## config.mk

```make
export PLATFORM = sky130hd
export DESIGN_NAME = lat_light_adc_ctrl
export DESIGN_NICKNAME = d
export VERILOG_FILES = /design/src/design/lat_pkg.sv /design/src/design/lat_integration_select_timer.sv /design/src/design/lat_light_adc_ctrl.sv
export SDC_FILE = /design/constraint.sdc
export NUM_CORES = 1
export LEC_CHECK = 0
export BUFFER_PORTS_ARGS = -buffer_cell sky130_fd_sc_hd__buf_2
export CORE_ASPECT_RATIO = 1.1
export CORE_MARGIN = 3
export CORE_UTILIZATION = 39
export CTS_BUF_LIST = sky130_fd_sc_hd__clkbuf_4 sky130_fd_sc_hd__clkbuf_8
export DETAILED_ROUTE_END_ITERATION = 7
export PLACE_DENSITY_LB_ADDON = 0.2
export REMOVE_ABC_BUFFERS = 1
export SYNTH_ARGS = -nofsm -noshare
export SYNTH_HDL_FRONTEND = slang
export SYNTH_SLANG_ARGS = --single-unit
```

## constraint.sdc

```tcl
create_clock -name core_clk_i -period 2.8 [get_ports core_clk_i]
set_input_delay 0.28 -clock core_clk_i [delete_from_list [all_inputs] [get_ports core_clk_i]]
set_output_delay 0.28 -clock core_clk_i [all_outputs]
set_load 0.01 [all_outputs]
```

## src/design/lat_pkg.sv

```systemverilog
package lat_pkg;
  // Register pointer values
  localparam logic [3:0] ADDR_TIMING = 4'h1;
  localparam logic [3:0] ADDR_TLO_LSB = 4'h2;
  localparam logic [3:0] ADDR_TLO_MSB = 4'h3;
  localparam logic [3:0] ADDR_THI_LSB = 4'h4;
  localparam logic [3:0] ADDR_THI_MSB = 4'h5;
  localparam logic [3:0] ADDR_IRQ_CFG = 4'h6;
  // Reset values
  localparam logic [7:0] TIMING_RST = 8'h02;
  localparam logic [7:0] THR_RST = 8'h00;
  localparam logic [7:0] IRQ_CFG_RST = 8'h00;
  localparam logic [7:0] CMD_RST = 8'h00;
  // Field positions
  localparam int GAIN_POS = 4;
  localparam int MANUAL_POS = 3;
  localparam int CMD_POS = 7;
  localparam int CLEAR_POS = 6;
  localparam int WORD_POS = 5;
  // Field codes
  localparam logic [1:0] INTEGRATION_SELECT_MANUAL = 2'h3;
  localparam logic [1:0] INTR_OFF = 2'h0;
  localparam logic [1:0] INTR_LEVEL = 2'h1;
  // Integration timing
  localparam int CLK_KHZ = 10000;
  localparam int T_INT0_US = 13700;
  localparam int T_INT1_US = 101000;
  localparam int T_INT2_US = 402000;
  localparam int INT0_CYC = T_INT0_US * (CLK_KHZ / 1000);
  localparam int INT1_CYC = T_INT1_US * (CLK_KHZ / 1000);
  localparam int INT2_CYC = T_INT2_US * (CLK_KHZ / 1000);
  // Serial slave states
  typedef enum logic [2:0] {
    ST_IDLE, ST_ADDR, ST_ADDR_ACK, ST_WR_BYTE, ST_WR_ACK, ST_RD_BYTE, ST_RD_ACK
  } lat_i2c_state_type;
endpackage : lat_pkg

```

## src/design/lat_integration_select_timer.sv

```systemverilog
`timescale 1ns/1ns
module lat_integration_select_timer #(
  parameter int unsigned INT0_CYC = lat_pkg::INT0_CYC,
  parameter int unsigned INT1_CYC = lat_pkg::INT1_CYC,
  parameter int unsigned INT2_CYC = lat_pkg::INT2_CYC
) (
  input wire logic core_clk_i,       // System clock
  input wire logic arst_n_i,         // Async reset, active low
  input wire logic [1:0] integration_select_sel_i, // Integration select field
  input wire logic manual_i,         // Manual start/stop bit
  output logic integrating_o,        // Integration running
  output logic done_o                // One-cycle end of integration
);
  import lat_pkg::*;

  logic [31:0] cnt_q;
  logic [1:0] sel_q;
  logic run_q;
  logic manual_mode;
  logic sel_chg;
  logic [31:0] last_cnt;

  function automatic logic [31:0] period_last(input logic [1:0] sel);
    case (sel)
      2'h0: period_last = INT0_CYC - 32'd1;
      2'h1: period_last = INT1_CYC - 32'd1;
      default: period_last = INT2_CYC - 32'd1;
    endcase
  endfunction : period_last

  assign manual_mode = (integration_select_sel_i == INTEGRATION_SELECT_MANUAL);
  assign sel_chg = (sel_q != integration_select_sel_i);
  assign last_cnt = period_last(integration_select_sel_i);
  assign done_o = manual_mode ? (run_q && !manual_i)
                              : (!sel_chg && cnt_q == last_cnt);
  assign integrating_o = run_q;

  always_ff @(posedge core_clk_i or negedge arst_n_i) begin
    if (!arst_n_i) begin
      sel_q <= TIMING_RST[1:0];
      cnt_q <= 32'h0;
      run_q <= 1'b0;
    end else begin
      sel_q <= integration_select_sel_i;
      if (manual_mode) begin
        cnt_q <= 32'h0;
        if (manual_i && !run_q) begin
          run_q <= 1'b1;
        end else if (!manual_i && run_q) begin
          run_q <= 1'b0;
        end
      end else begin
        run_q <= 1'b1;
        if (sel_chg || cnt_q == last_cnt) begin
          cnt_q <= 32'h0;
        end else begin
          cnt_q <= cnt_q + 32'd1;
        end
      end
    end
  end

  property p_manual_start;
    @(posedge core_clk_i) disable iff (!arst_n_i)
    manual_mode && manual_i && !run_q |=> integrating_o [*2];
  endproperty
  a_manual_start: assert property (p_manual_start) else $error("manual start missed");

  property p_manual_ignored;
    @(posedge core_clk_i) disable iff (!arst_n_i)
    !manual_mode && !sel_chg && cnt_q != last_cnt |-> !done_o;
  endproperty
  a_manual_ignored: assert property (p_manual_ignored) else $error("stray end of cycle");

  c_manual_done: cover property (@(posedge core_clk_i) manual_mode && done_o);
endmodule : lat_integration_select_timer

```

## src/design/lat_light_adc_ctrl.sv

```systemverilog
`timescale 1ns/1ns
module lat_light_adc_ctrl #(
  parameter logic [6:0] SLAVE_ADDR = 7'h2a,       // Bus address, arbitrary default
  parameter int unsigned INT0_CYC = lat_pkg::INT0_CYC,
  parameter int unsigned INT1_CYC = lat_pkg::INT1_CYC,
  parameter int unsigned INT2_CYC = lat_pkg::INT2_CYC
) (
  input wire logic core_clk_i,       // System clock, 10 MHz
  input wire logic arst_n_i,         // Async reset, active low
  input wire logic scl_i,            // Serial clock pin
  input wire logic sda_i,            // Serial data pin in
  output logic sda_o,                // Serial data pin out
  output logic sda_oe_o,             // Serial data drive enable
  input wire logic [15:0] ch0_data_i, // Channel 0 conversion result
  output logic gain_high_o,          // Both channels at 16x gain
  output logic integrating_o,        // Both channels integrating
  output logic int_n_o               // Interrupt, active low
);
  import lat_pkg::*;

  // ----------------------------------------
  // Pin synchronisers and bus events
  // ----------------------------------------
  logic scl_s1_q, scl_s2_q, scl_s3_q;
  logic sda_s1_q, sda_s2_q, sda_s3_q;
  logic scl_rise, scl_fall, start_det, stop_det;

  always_ff @(posedge core_clk_i or negedge arst_n_i) begin
    if (!arst_n_i) begin
      scl_s1_q <= 1'b1;
      scl_s2_q <= 1'b1;
      scl_s3_q <= 1'b1;
      sda_s1_q <= 1'b1;
      sda_s2_q <= 1'b1;
      sda_s3_q <= 1'b1;
    end else begin
      scl_s1_q <= scl_i;
      scl_s2_q <= scl_s1_q;
      scl_s3_q <= scl_s2_q;
      sda_s1_q <= sda_i;
      sda_s2_q <= sda_s1_q;
      sda_s3_q <= sda_s2_q;
    end
  end

  assign scl_rise = scl_s2_q && !scl_s3_q;
  assign scl_fall = !scl_s2_q && scl_s3_q;
  assign start_det = scl_s2_q && scl_s3_q && !sda_s2_q && sda_s3_q;
  assign stop_det = scl_s2_q && scl_s3_q && sda_s2_q && !sda_s3_q;

  // ----------------------------------------
  // Serial slave
  // ----------------------------------------
  lat_i2c_state_type st_q;
  logic [3:0] bit_cnt_q;
  logic [7:0] rx_q;
  logic [7:0] tx_q;
  logic first_q;
  logic idx_q;
  logic nack_q;
  logic ack_drv_q;
  logic tx_en_q;
  logic wr_stb;
  logic is_cmd;
  logic [3:0] ptr_q;
  logic word_q;
  logic [3:0] wr_addr;
  logic [3:0] rd_addr;
  logic [7:0] rd_data;

  assign wr_stb = (st_q == ST_WR_BYTE) && scl_fall && (bit_cnt_q == 4'h8);
  assign is_cmd = first_q && rx_q[CMD_POS];
  assign wr_addr = ptr_q + {3'h0, idx_q & word_q};
  assign rd_addr = ptr_q + {3'h0, idx_q & word_q};
  assign sda_o = 1'b0;
  assign sda_oe_o = ack_drv_q || (tx_en_q && !tx_q[7]);

  always_ff @(posedge core_clk_i or negedge arst_n_i) begin
    if (!arst_n_i) begin
      st_q <= ST_IDLE;
      bit_cnt_q <= 4'h0;
      rx_q <= 8'h00;
      tx_q <= 8'h00;
      first_q <= 1'b0;
      idx_q <= 1'b0;
      nack_q <= 1'b0;
      ack_drv_q <= 1'b0;
      tx_en_q <= 1'b0;
    end else if (start_det) begin
      st_q <= ST_ADDR;
      bit_cnt_q <= 4'h0;
      ack_drv_q <= 1'b0;
      tx_en_q <= 1'b0;
    end else if (stop_det) begin
      st_q <= ST_IDLE;
      ack_drv_q <= 1'b0;
      tx_en_q <= 1'b0;
    end else begin
      case (st_q)
        ST_ADDR, ST_WR_BYTE: begin
          if (scl_rise) begin
            rx_q <= {rx_q[6:0], sda_s2_q};
            bit_cnt_q <= bit_cnt_q + 4'h1;
          end else if (scl_fall && bit_cnt_q == 4'h8) begin
            bit_cnt_q <= 4'h0;
            if (st_q == ST_WR_BYTE) begin
              ack_drv_q <= 1'b1;
              st_q <= ST_WR_ACK;
              first_q <= 1'b0;
              if (!is_cmd) begin
                idx_q <= ~idx_q;
              end
            end else if (rx_q[7:1] == SLAVE_ADDR) begin
              ack_drv_q <= 1'b1;
              nack_q <= rx_q[0];
              st_q <= ST_ADDR_ACK;
            end else begin
              st_q <= ST_IDLE;
            end
          end
        end
        ST_ADDR_ACK: begin
          if (scl_fall) begin
            ack_drv_q <= 1'b0;
            idx_q <= 1'b0;
            if (nack_q) begin
              tx_q <= rd_data_at(ptr_q);
              tx_en_q <= 1'b1;
              bit_cnt_q <= 4'h1;
              st_q <= ST_RD_BYTE;
            end else begin
              first_q <= 1'b1;
              st_q <= ST_WR_BYTE;
            end
          end
        end
        ST_WR_ACK: begin
          if (scl_fall) begin
            ack_drv_q <= 1'b0;
            st_q <= ST_WR_BYTE;
          end
        end
        ST_RD_BYTE: begin
          if (scl_fall) begin
            if (bit_cnt_q == 4'h8) begin
              tx_en_q <= 1'b0;
              st_q <= ST_RD_ACK;
            end else begin
              tx_q <= {tx_q[6:0], 1'b0};
              bit_cnt_q <= bit_cnt_q + 4'h1;
            end
          end
        end
        ST_RD_ACK: begin
          if (scl_rise) begin
            nack_q <= sda_s2_q;
            idx_q <= ~idx_q;
          end else if (scl_fall) begin
            if (nack_q) begin
              st_q <= ST_IDLE;
            end else begin
              tx_q <= rd_data;
              tx_en_q <= 1'b1;
              bit_cnt_q <= 4'h1;
              st_q <= ST_RD_BYTE;
            end
          end
        end
        default: st_q <= ST_IDLE;
      endcase
    end
  end

  // ----------------------------------------
  // Register file
  // ----------------------------------------
  logic [7:0] timing_q;
  logic [7:0] tlo_lsb_q, tlo_msb_q, thi_lsb_q, thi_msb_q;
  logic [5:0] irq_cfg_q;
  logic clr_stb;

  function automatic logic [7:0] rd_data_at(input logic [3:0] a);
    case (a)
      ADDR_TIMING: rd_data_at = {3'h0, timing_q[4:3], 1'b0, timing_q[1:0]};
      ADDR_TLO_LSB: rd_data_at = tlo_lsb_q;
      ADDR_TLO_MSB: rd_data_at = tlo_msb_q;
      ADDR_THI_LSB: rd_data_at = thi_lsb_q;
      ADDR_THI_MSB: rd_data_at = thi_msb_q;
      ADDR_IRQ_CFG: rd_data_at = {2'h0, irq_cfg_q};
      default: rd_data_at = 8'h00;
    endcase
  endfunction : rd_data_at

  assign rd_data = rd_data_at(rd_addr);
  assign clr_stb = wr_stb && is_cmd && rx_q[CLEAR_POS];

  always_ff @(posedge core_clk_i or negedge arst_n_i) begin
    if (!arst_n_i) begin
      ptr_q <= CMD_RST[3:0];
      word_q <= CMD_RST[WORD_POS];
    end else if (wr_stb && is_cmd) begin
      ptr_q <= rx_q[3:0];
      word_q <= rx_q[WORD_POS];
    end
  end

  always_ff @(posedge core_clk_i or negedge arst_n_i) begin
    if (!arst_n_i) begin
      timing_q <= TIMING_RST;
      tlo_lsb_q <= THR_RST;
      tlo_msb_q <= THR_RST;
      thi_lsb_q <= THR_RST;
      thi_msb_q <= THR_RST;
      irq_cfg_q <= IRQ_CFG_RST[5:0];
    end else if (wr_stb && !is_cmd) begin
      case (wr_addr)
        ADDR_TIMING: timing_q <= {3'h0, rx_q[4:3], 1'b0, rx_q[1:0]};
        ADDR_TLO_LSB: tlo_lsb_q <= rx_q;
        ADDR_TLO_MSB: tlo_msb_q <= rx_q;
        ADDR_THI_LSB: thi_lsb_q <= rx_q;
        ADDR_THI_MSB: thi_msb_q <= rx_q;
        ADDR_IRQ_CFG: irq_cfg_q <= rx_q[5:0];
        default: ;
      endcase
    end
  end

  // ----------------------------------------
  // Integration control, shared by both channels
  // ----------------------------------------
  logic integration_select_done;

  assign gain_high_o = timing_q[GAIN_POS];

  lat_integration_select_timer #(
    .INT0_CYC(INT0_CYC),
    .INT1_CYC(INT1_CYC),
    .INT2_CYC(INT2_CYC)
  ) u_timer (
    .core_clk_i(core_clk_i),
    .arst_n_i(arst_n_i),
    .integration_select_sel_i(timing_q[1:0]),
    .manual_i(timing_q[MANUAL_POS]),
    .integrating_o(integrating_o),
    .done_o(integration_select_done)
  );

  // ----------------------------------------
  // Threshold window and persistence
  // ----------------------------------------
  logic [15:0] thr_low, thr_high;
  logic out_win;
  logic [3:0] persist;
  logic level_mode;
  logic [3:0] pcnt_q;
  logic [3:0] pcnt_inc;
  logic irq_set;
  logic pend_q;

  assign thr_low = {tlo_msb_q, tlo_lsb_q};
  assign thr_high = {thi_msb_q, thi_lsb_q};
  assign out_win = (ch0_data_i <= thr_low) || (ch0_data_i > thr_high);
  assign persist = irq_cfg_q[3:0];
  assign level_mode = (irq_cfg_q[5:4] == INTR_LEVEL);
  assign pcnt_inc = (pcnt_q == 4'hf) ? 4'hf : pcnt_q + 4'h1;
  assign irq_set = integration_select_done && level_mode &&
                   ((persist == 4'h0) ||
                    (out_win && pcnt_inc >= persist));

  always_ff @(posedge core_clk_i or negedge arst_n_i) begin
    if (!arst_n_i) begin
      pcnt_q <= 4'h0;
    end else if (integration_select_done) begin
      pcnt_q <= out_win ? pcnt_inc : 4'h0;
    end else if (clr_stb) begin
      pcnt_q <= 4'h0;
    end
  end

  always_ff @(posedge core_clk_i or negedge arst_n_i) begin
    if (!arst_n_i) begin
      pend_q <= 1'b0;
    end else if (irq_set) begin
      pend_q <= 1'b1;
    end else if (clr_stb) begin
      pend_q <= 1'b0;
    end
  end

  assign int_n_o = !(pend_q && level_mode);

  // ----------------------------------------
  // Checks
  // ----------------------------------------
  property p_gain_write;
    @(posedge core_clk_i) disable iff (!arst_n_i)
    wr_stb && !is_cmd && wr_addr == ADDR_TIMING |=> gain_high_o == $past(rx_q[GAIN_POS]);
  endproperty
  a_gain_write: assert property (p_gain_write) else $error("gain not updated");

  property p_hold;
    @(posedge core_clk_i) disable iff (!arst_n_i)
    !int_n_o && !clr_stb && !(wr_stb && !is_cmd && wr_addr == ADDR_IRQ_CFG) |=> !int_n_o;
  endproperty
  a_hold: assert property (p_hold) else $error("interrupt dropped without clear");

  property p_clear;
    @(posedge core_clk_i) disable iff (!arst_n_i)
    clr_stb && !integration_select_done |=> int_n_o && pcnt_q == 4'h0;
  endproperty
  a_clear: assert property (p_clear) else $error("clear did not release");

  property p_disabled;
    @(posedge core_clk_i) disable iff (!arst_n_i)
    irq_cfg_q[5:4] == INTR_OFF |-> int_n_o;
  endproperty
  a_disabled: assert property (p_disabled) else $error("interrupt while disabled");

  property p_every;
    @(posedge core_clk_i) disable iff (!arst_n_i)
    integration_select_done && level_mode && persist == 4'h0 |=> !int_n_o;
  endproperty
  a_every: assert property (p_every) else $error("no per-cycle interrupt");

  property p_single;
    @(posedge core_clk_i) disable iff (!arst_n_i)
    integration_select_done && level_mode && persist == 4'h1 && out_win |=> !int_n_o;
  endproperty
  a_single: assert property (p_single) else $error("out-of-window missed");

  property p_early;
    @(posedge core_clk_i) disable iff (!arst_n_i)
    integration_select_done && persist > 4'h1 && pcnt_inc < persist && !pend_q |=> int_n_o;
  endproperty
  a_early: assert property (p_early) else $error("interrupt before count");

  property p_inwin;
    @(posedge core_clk_i) disable iff (!arst_n_i)
    integration_select_done && !out_win |=> pcnt_q == 4'h0;
  endproperty
  a_inwin: assert property (p_inwin) else $error("count not reset");

  property p_cmd_ptr;
    @(posedge core_clk_i) disable iff (!arst_n_i)
    wr_stb && is_cmd |=> ptr_q == $past(rx_q[3:0]) && $stable(thr_low) && $stable(thr_high);
  endproperty
  a_cmd_ptr: assert property (p_cmd_ptr) else $error("command byte mishandled");

  c_irq: cover property (@(posedge core_clk_i) $fell(int_n_o));
  c_clear: cover property (@(posedge core_clk_i) clr_stb && !int_n_o);
  c_persist: cover property (@(posedge core_clk_i) irq_set && persist > 4'h1);
endmodule : lat_light_adc_ctrl

```

==> impl_metrics.json <==
{
  "whs_ns": 0.3588,
  "drc_errors": 0,
  "finalSetupTns_ns": 0,
  "synth_edf_count": 0,
  "pre_cts_ws_ns": 0.1731,
  "numCtsBuffers": 17,
  "hold_path_class": "flop to flop",
  "ys_warn_count": 0,
  "grt_max_degree": 85,
  "rows": 53,
  "n_antenna_cell": 0,
  "slowest_stage": "ha_2",
  "grt_usage_pct": 18.67,
  "insertion_delay_ns": 0.44,
  "stdcell_count": 1123,
  "finalHoldViolations": 0,
  "relSlewSlack_pct": 53.77,
  "ys_seq_elements": 121,
  "fin_crit_sh_pct": 91.86,
  "path_max_fanout": 14,
  "die_x_um": 141.2,
  "wl_per_cell_um": 17.84,
  "die_area_mm2": 0.02184,
  "critical_path.top_delay_family": "compound AO/OA/AOI/OAI gates",
  "crit_type": "flop to flop",
  "async_reset_ff_share_pct": 100.0,
  "clockRootBuffer": "clkbuf_8",
  "clockBufferDepth": 2,
  "slowest_delay_ns": 0.52,
  "core_area_mm2": 0.01943,
  "worst_slack_ns": 0.2280,
  "synth_compound_area_share_pct": 16.84,
  "viasPerCell": 5.640,
  "status": "finished clean",
  "grt_pass1_vias": 6102,
  "tritoncts": "built",
  "hpwl_um": 15050,
  "gp_congestion": 0.9034,
  "cts.sinks": 121,
  "path_clk_slew_ns": 0.08,
  "period_minus_slack_ns": 2.572,
  "multi_input_area_mm2": 0.004428,
  "cp.required_ns": 3.17,
  "endpoint_kind": "flop",
  "p_per_area_mw_per_mm2": 420.9,
  "maxSlewViolCount": 0,
  "synth_ff_type": "dfrtp_1",
  "grt_pass1_wl_um": 32370,
  "dr.pass1.iters": 5,
  "ctsHtreeMaxLevel": 4,
  "dr_total_vias": 6334,
  "p_leak_nw": 3.591,
  "syn2layout_area_growth_pct": 11.24,
  "yosysSeqAreaShare_pct": 38.75,
  "syn_area_mm2": 0.007840,
  "seq_area_mm2": 0.003038,
  "cp_cell_sequence": "and2_1, ha_1, ha_2, nor2b_1, a22oi_1, o32ai_1, a221oi_1, o221a_2, a21oi_1",
  "die_h_um": 154.7,
  "nFillCells": 1901,
  "vdd_ir_drop_max_uv": 287.6,
  "synth.avg_cell_area_um2": 9.389,
  "grt-ovfl-total": 0,
  "finalWirelength_um": 20040,
  "synth_fa_ha_area_share_pct": 7.022,
  "synth_mux_area_share_pct": 8.155,
  "critPathLaunchType": "flop",
  "synthDistinctLibCells": 84,
  "ios": 25,
  "synth_top_family_by_area": "simple AND/OR/NAND/NOR gates",
  "netlist_instances": 835,
  "drt-initial-drc-count": 393,
  "finalClockSkew_ns": 0.01458,
  "worst-path-buf-inv": 0,
  "max_cap_viol_count": 0,
  "synthSimpleGateAreaFrac_pct": 20.70,
  "antenna_left": 0,
  "rsz0062_at_grt": "false",
  "nets": 927,
  "setup_viol": 0,
  "antenna_found_initial": 0,
  "p_total_mw": 3.671,
  "placedCellCount": 1088,
  "drive_gt1_share_pct": 16.89,
  "max_freq_mhz": 388.8,
  "io_buffers": 23,
  "worstMarginPinSlew_ns": 0.6909,
  "start_util_pct": 40.35,
  "synth_xor_area_share_pct": 3.687,
  "cp_data_arrival_time_ns": 2.94
}
## metal layers
metal / GRT usage (%) / vias to the layer above / part of all wire [%]
li1: - / 3101 / -
met1: 24.31 / 3060 / 45
met2: 30.28 / 124 / 47
met3: 3.340 / 49 / 3.6
met4: 8.399 / 0 / 3.6
met5: 0 / - / 0
## report_power, final
| part | switching, mW | internal, mW | total (mW) |
|---|---|---|---|
| Clock | 0.753 | 0.922 | 1.68 |
| Sequential | 0.0396 | 1.77 | 1.81 |
| Combinational | 0.106 | 0.0788 | 0.185 |
| Total | 0.899 | 2.77 | 3.67 |
## flip-flops by register name, summed over array words and instances, names as in the netlist, 2 cells and up
name           cells
st_q               3
thi_lsb_q          8
timing_q           4
rx_q               8
u_timer.sel_q      2
u_timer.cnt_q     32
irq_cfg_q          6
bit_cnt_q          4
tlo_lsb_q          8
pcnt_q             4
thi_msb_q          8
ptr_q              4
tlo_msb_q          8
tx_q               8
## placed cells by master, fill, tap and decap left out, types with 5 or more instances in the layout
cell type and count:
dfrtp_1 113, nand2_1 83, nor2_1 74, inv_1 50, ha_1 43, o21ai_0 41, mux2_2 35, nand3_1 29
a21oi_1 25, buf_4 23, buf_2 22, mux2i_1 20, nand4_1 18, clkbuf_8 18, xor2_1 17, xnor2_1 16
a22oi_1 15, nor2b_1 14, o211ai_1 11, nor3_1 10, nand2b_1 9, and3_1 9, dfstp_2 8, a31oi_1 7
nor4_1 7, and4_1 7, or3_1 7, a21o_1 7, o22ai_1 7, and2_1 6, nand3b_1 6, a221oi_1 6
a32oi_1 5, nor3_2 5, a22o_1 5, o22a_1 5, o21a_1 5
## layout make-up
type / count / area share, %
tap: 247 / 3.544
sequential: 121 / 34.83
multi-input combinational: 624 / 50.77
clock buffer: 19 / 2.927
inverter: 50 / 2.152
timing repair buffer: 49 / 3.816
clock inverter: 13 / 1.951
## cell families (layout without fill, tap and decap cells)
group                      after synthesis  after routing
other                                    1              1
DFF                                    121            121
adders and majority gates               44             44
AOI/OAI and AO/OA                      181            181
and+or+nand+nor                        306            306
muxes                                   59             59
xor gates and xnor gates                33             33
buffers and inverters                   90            131
## cells in the mapped netlist (all sizes together) (4+ instances only)
master,n,area [µm²]
nand2b,10,65.06
ha,44,550.5
clkbuf,20,75.07
o41ai,4,42.55
o22ai,7,43.79
and2,6,37.54
and4,7,61.31
mux2i,20,200.2
nand4,20,146.4
o31ai,4,30.03
o22a,5,43.79
nand3,29,145.1
a32oi,5,43.79
a31oi,7,43.79
a221oi,8,82.58
inv,50,187.7
dfrtp,113,2828
a21o,7,52.55
nor3,15,100.1
nand3b,7,65.06
o21a,5,37.54
xor2,17,148.9
o21ai,42,210.2
a211oi,4,30.03
a22oi,15,112.6
or3,7,43.79
a21oi,25,125.1
mux2,39,439.2
nor2,75,289.0
dfstp,8,210.2
a22o,5,43.79
nor4,10,90.08
nand2,83,311.6
buf,20,113.9
xnor2,16,140.1
o211ai,11,82.58
and3,9,56.30
nor2b,14,87.58
## path summary, 6_finish.rpt
check / startpoint / endpoint / slack (ns) / cells after the start
worst max-delay path: idx_q$_DFFE_PN0P_ / tx_q[5]$_DFFE_PN0P_ / 0.23 / 9
worst max register to register: idx_q$_DFFE_PN0P_ / tx_q[5]$_DFFE_PN0P_ / 0.23 / 9
worst min register to register: scl_s1_q$_DFF_PN1_ / scl_s2_q$_DFF_PN1_ / 0.36 / 0
max in group asynchronous: arst_n_i / thi_lsb_q[0]$_DFFE_PN0P_ / 1.99 / 3
min in group asynchronous: arst_n_i / bit_cnt_q[2]$_DFFE_PN0P_ / 0.38 / 3
worst min-delay path: scl_s1_q$_DFF_PN1_ / scl_s2_q$_DFF_PN1_ / 0.36 / 0
## through the flow
stage	area (µm²)	util, %
after global placement	8263	42.53
after floorplan	7651	-
after detailed placement	8263	42.53
after CTS	8718	44.87
final	8721	44.88
after global routing	8721	44.88
## what timing repair did
| action | CTS | global route |
|---|---|---|
| setup buffers | 0 | 0 |
| hold endpoints to repair | 115 | 0 |
| setup endpoints to repair | 0 | 1 |
| resized for setup | 0 | 1 |
| hold buffers | 3 | 0 |
No activity file was read; power rests on OpenSTA's default activity.
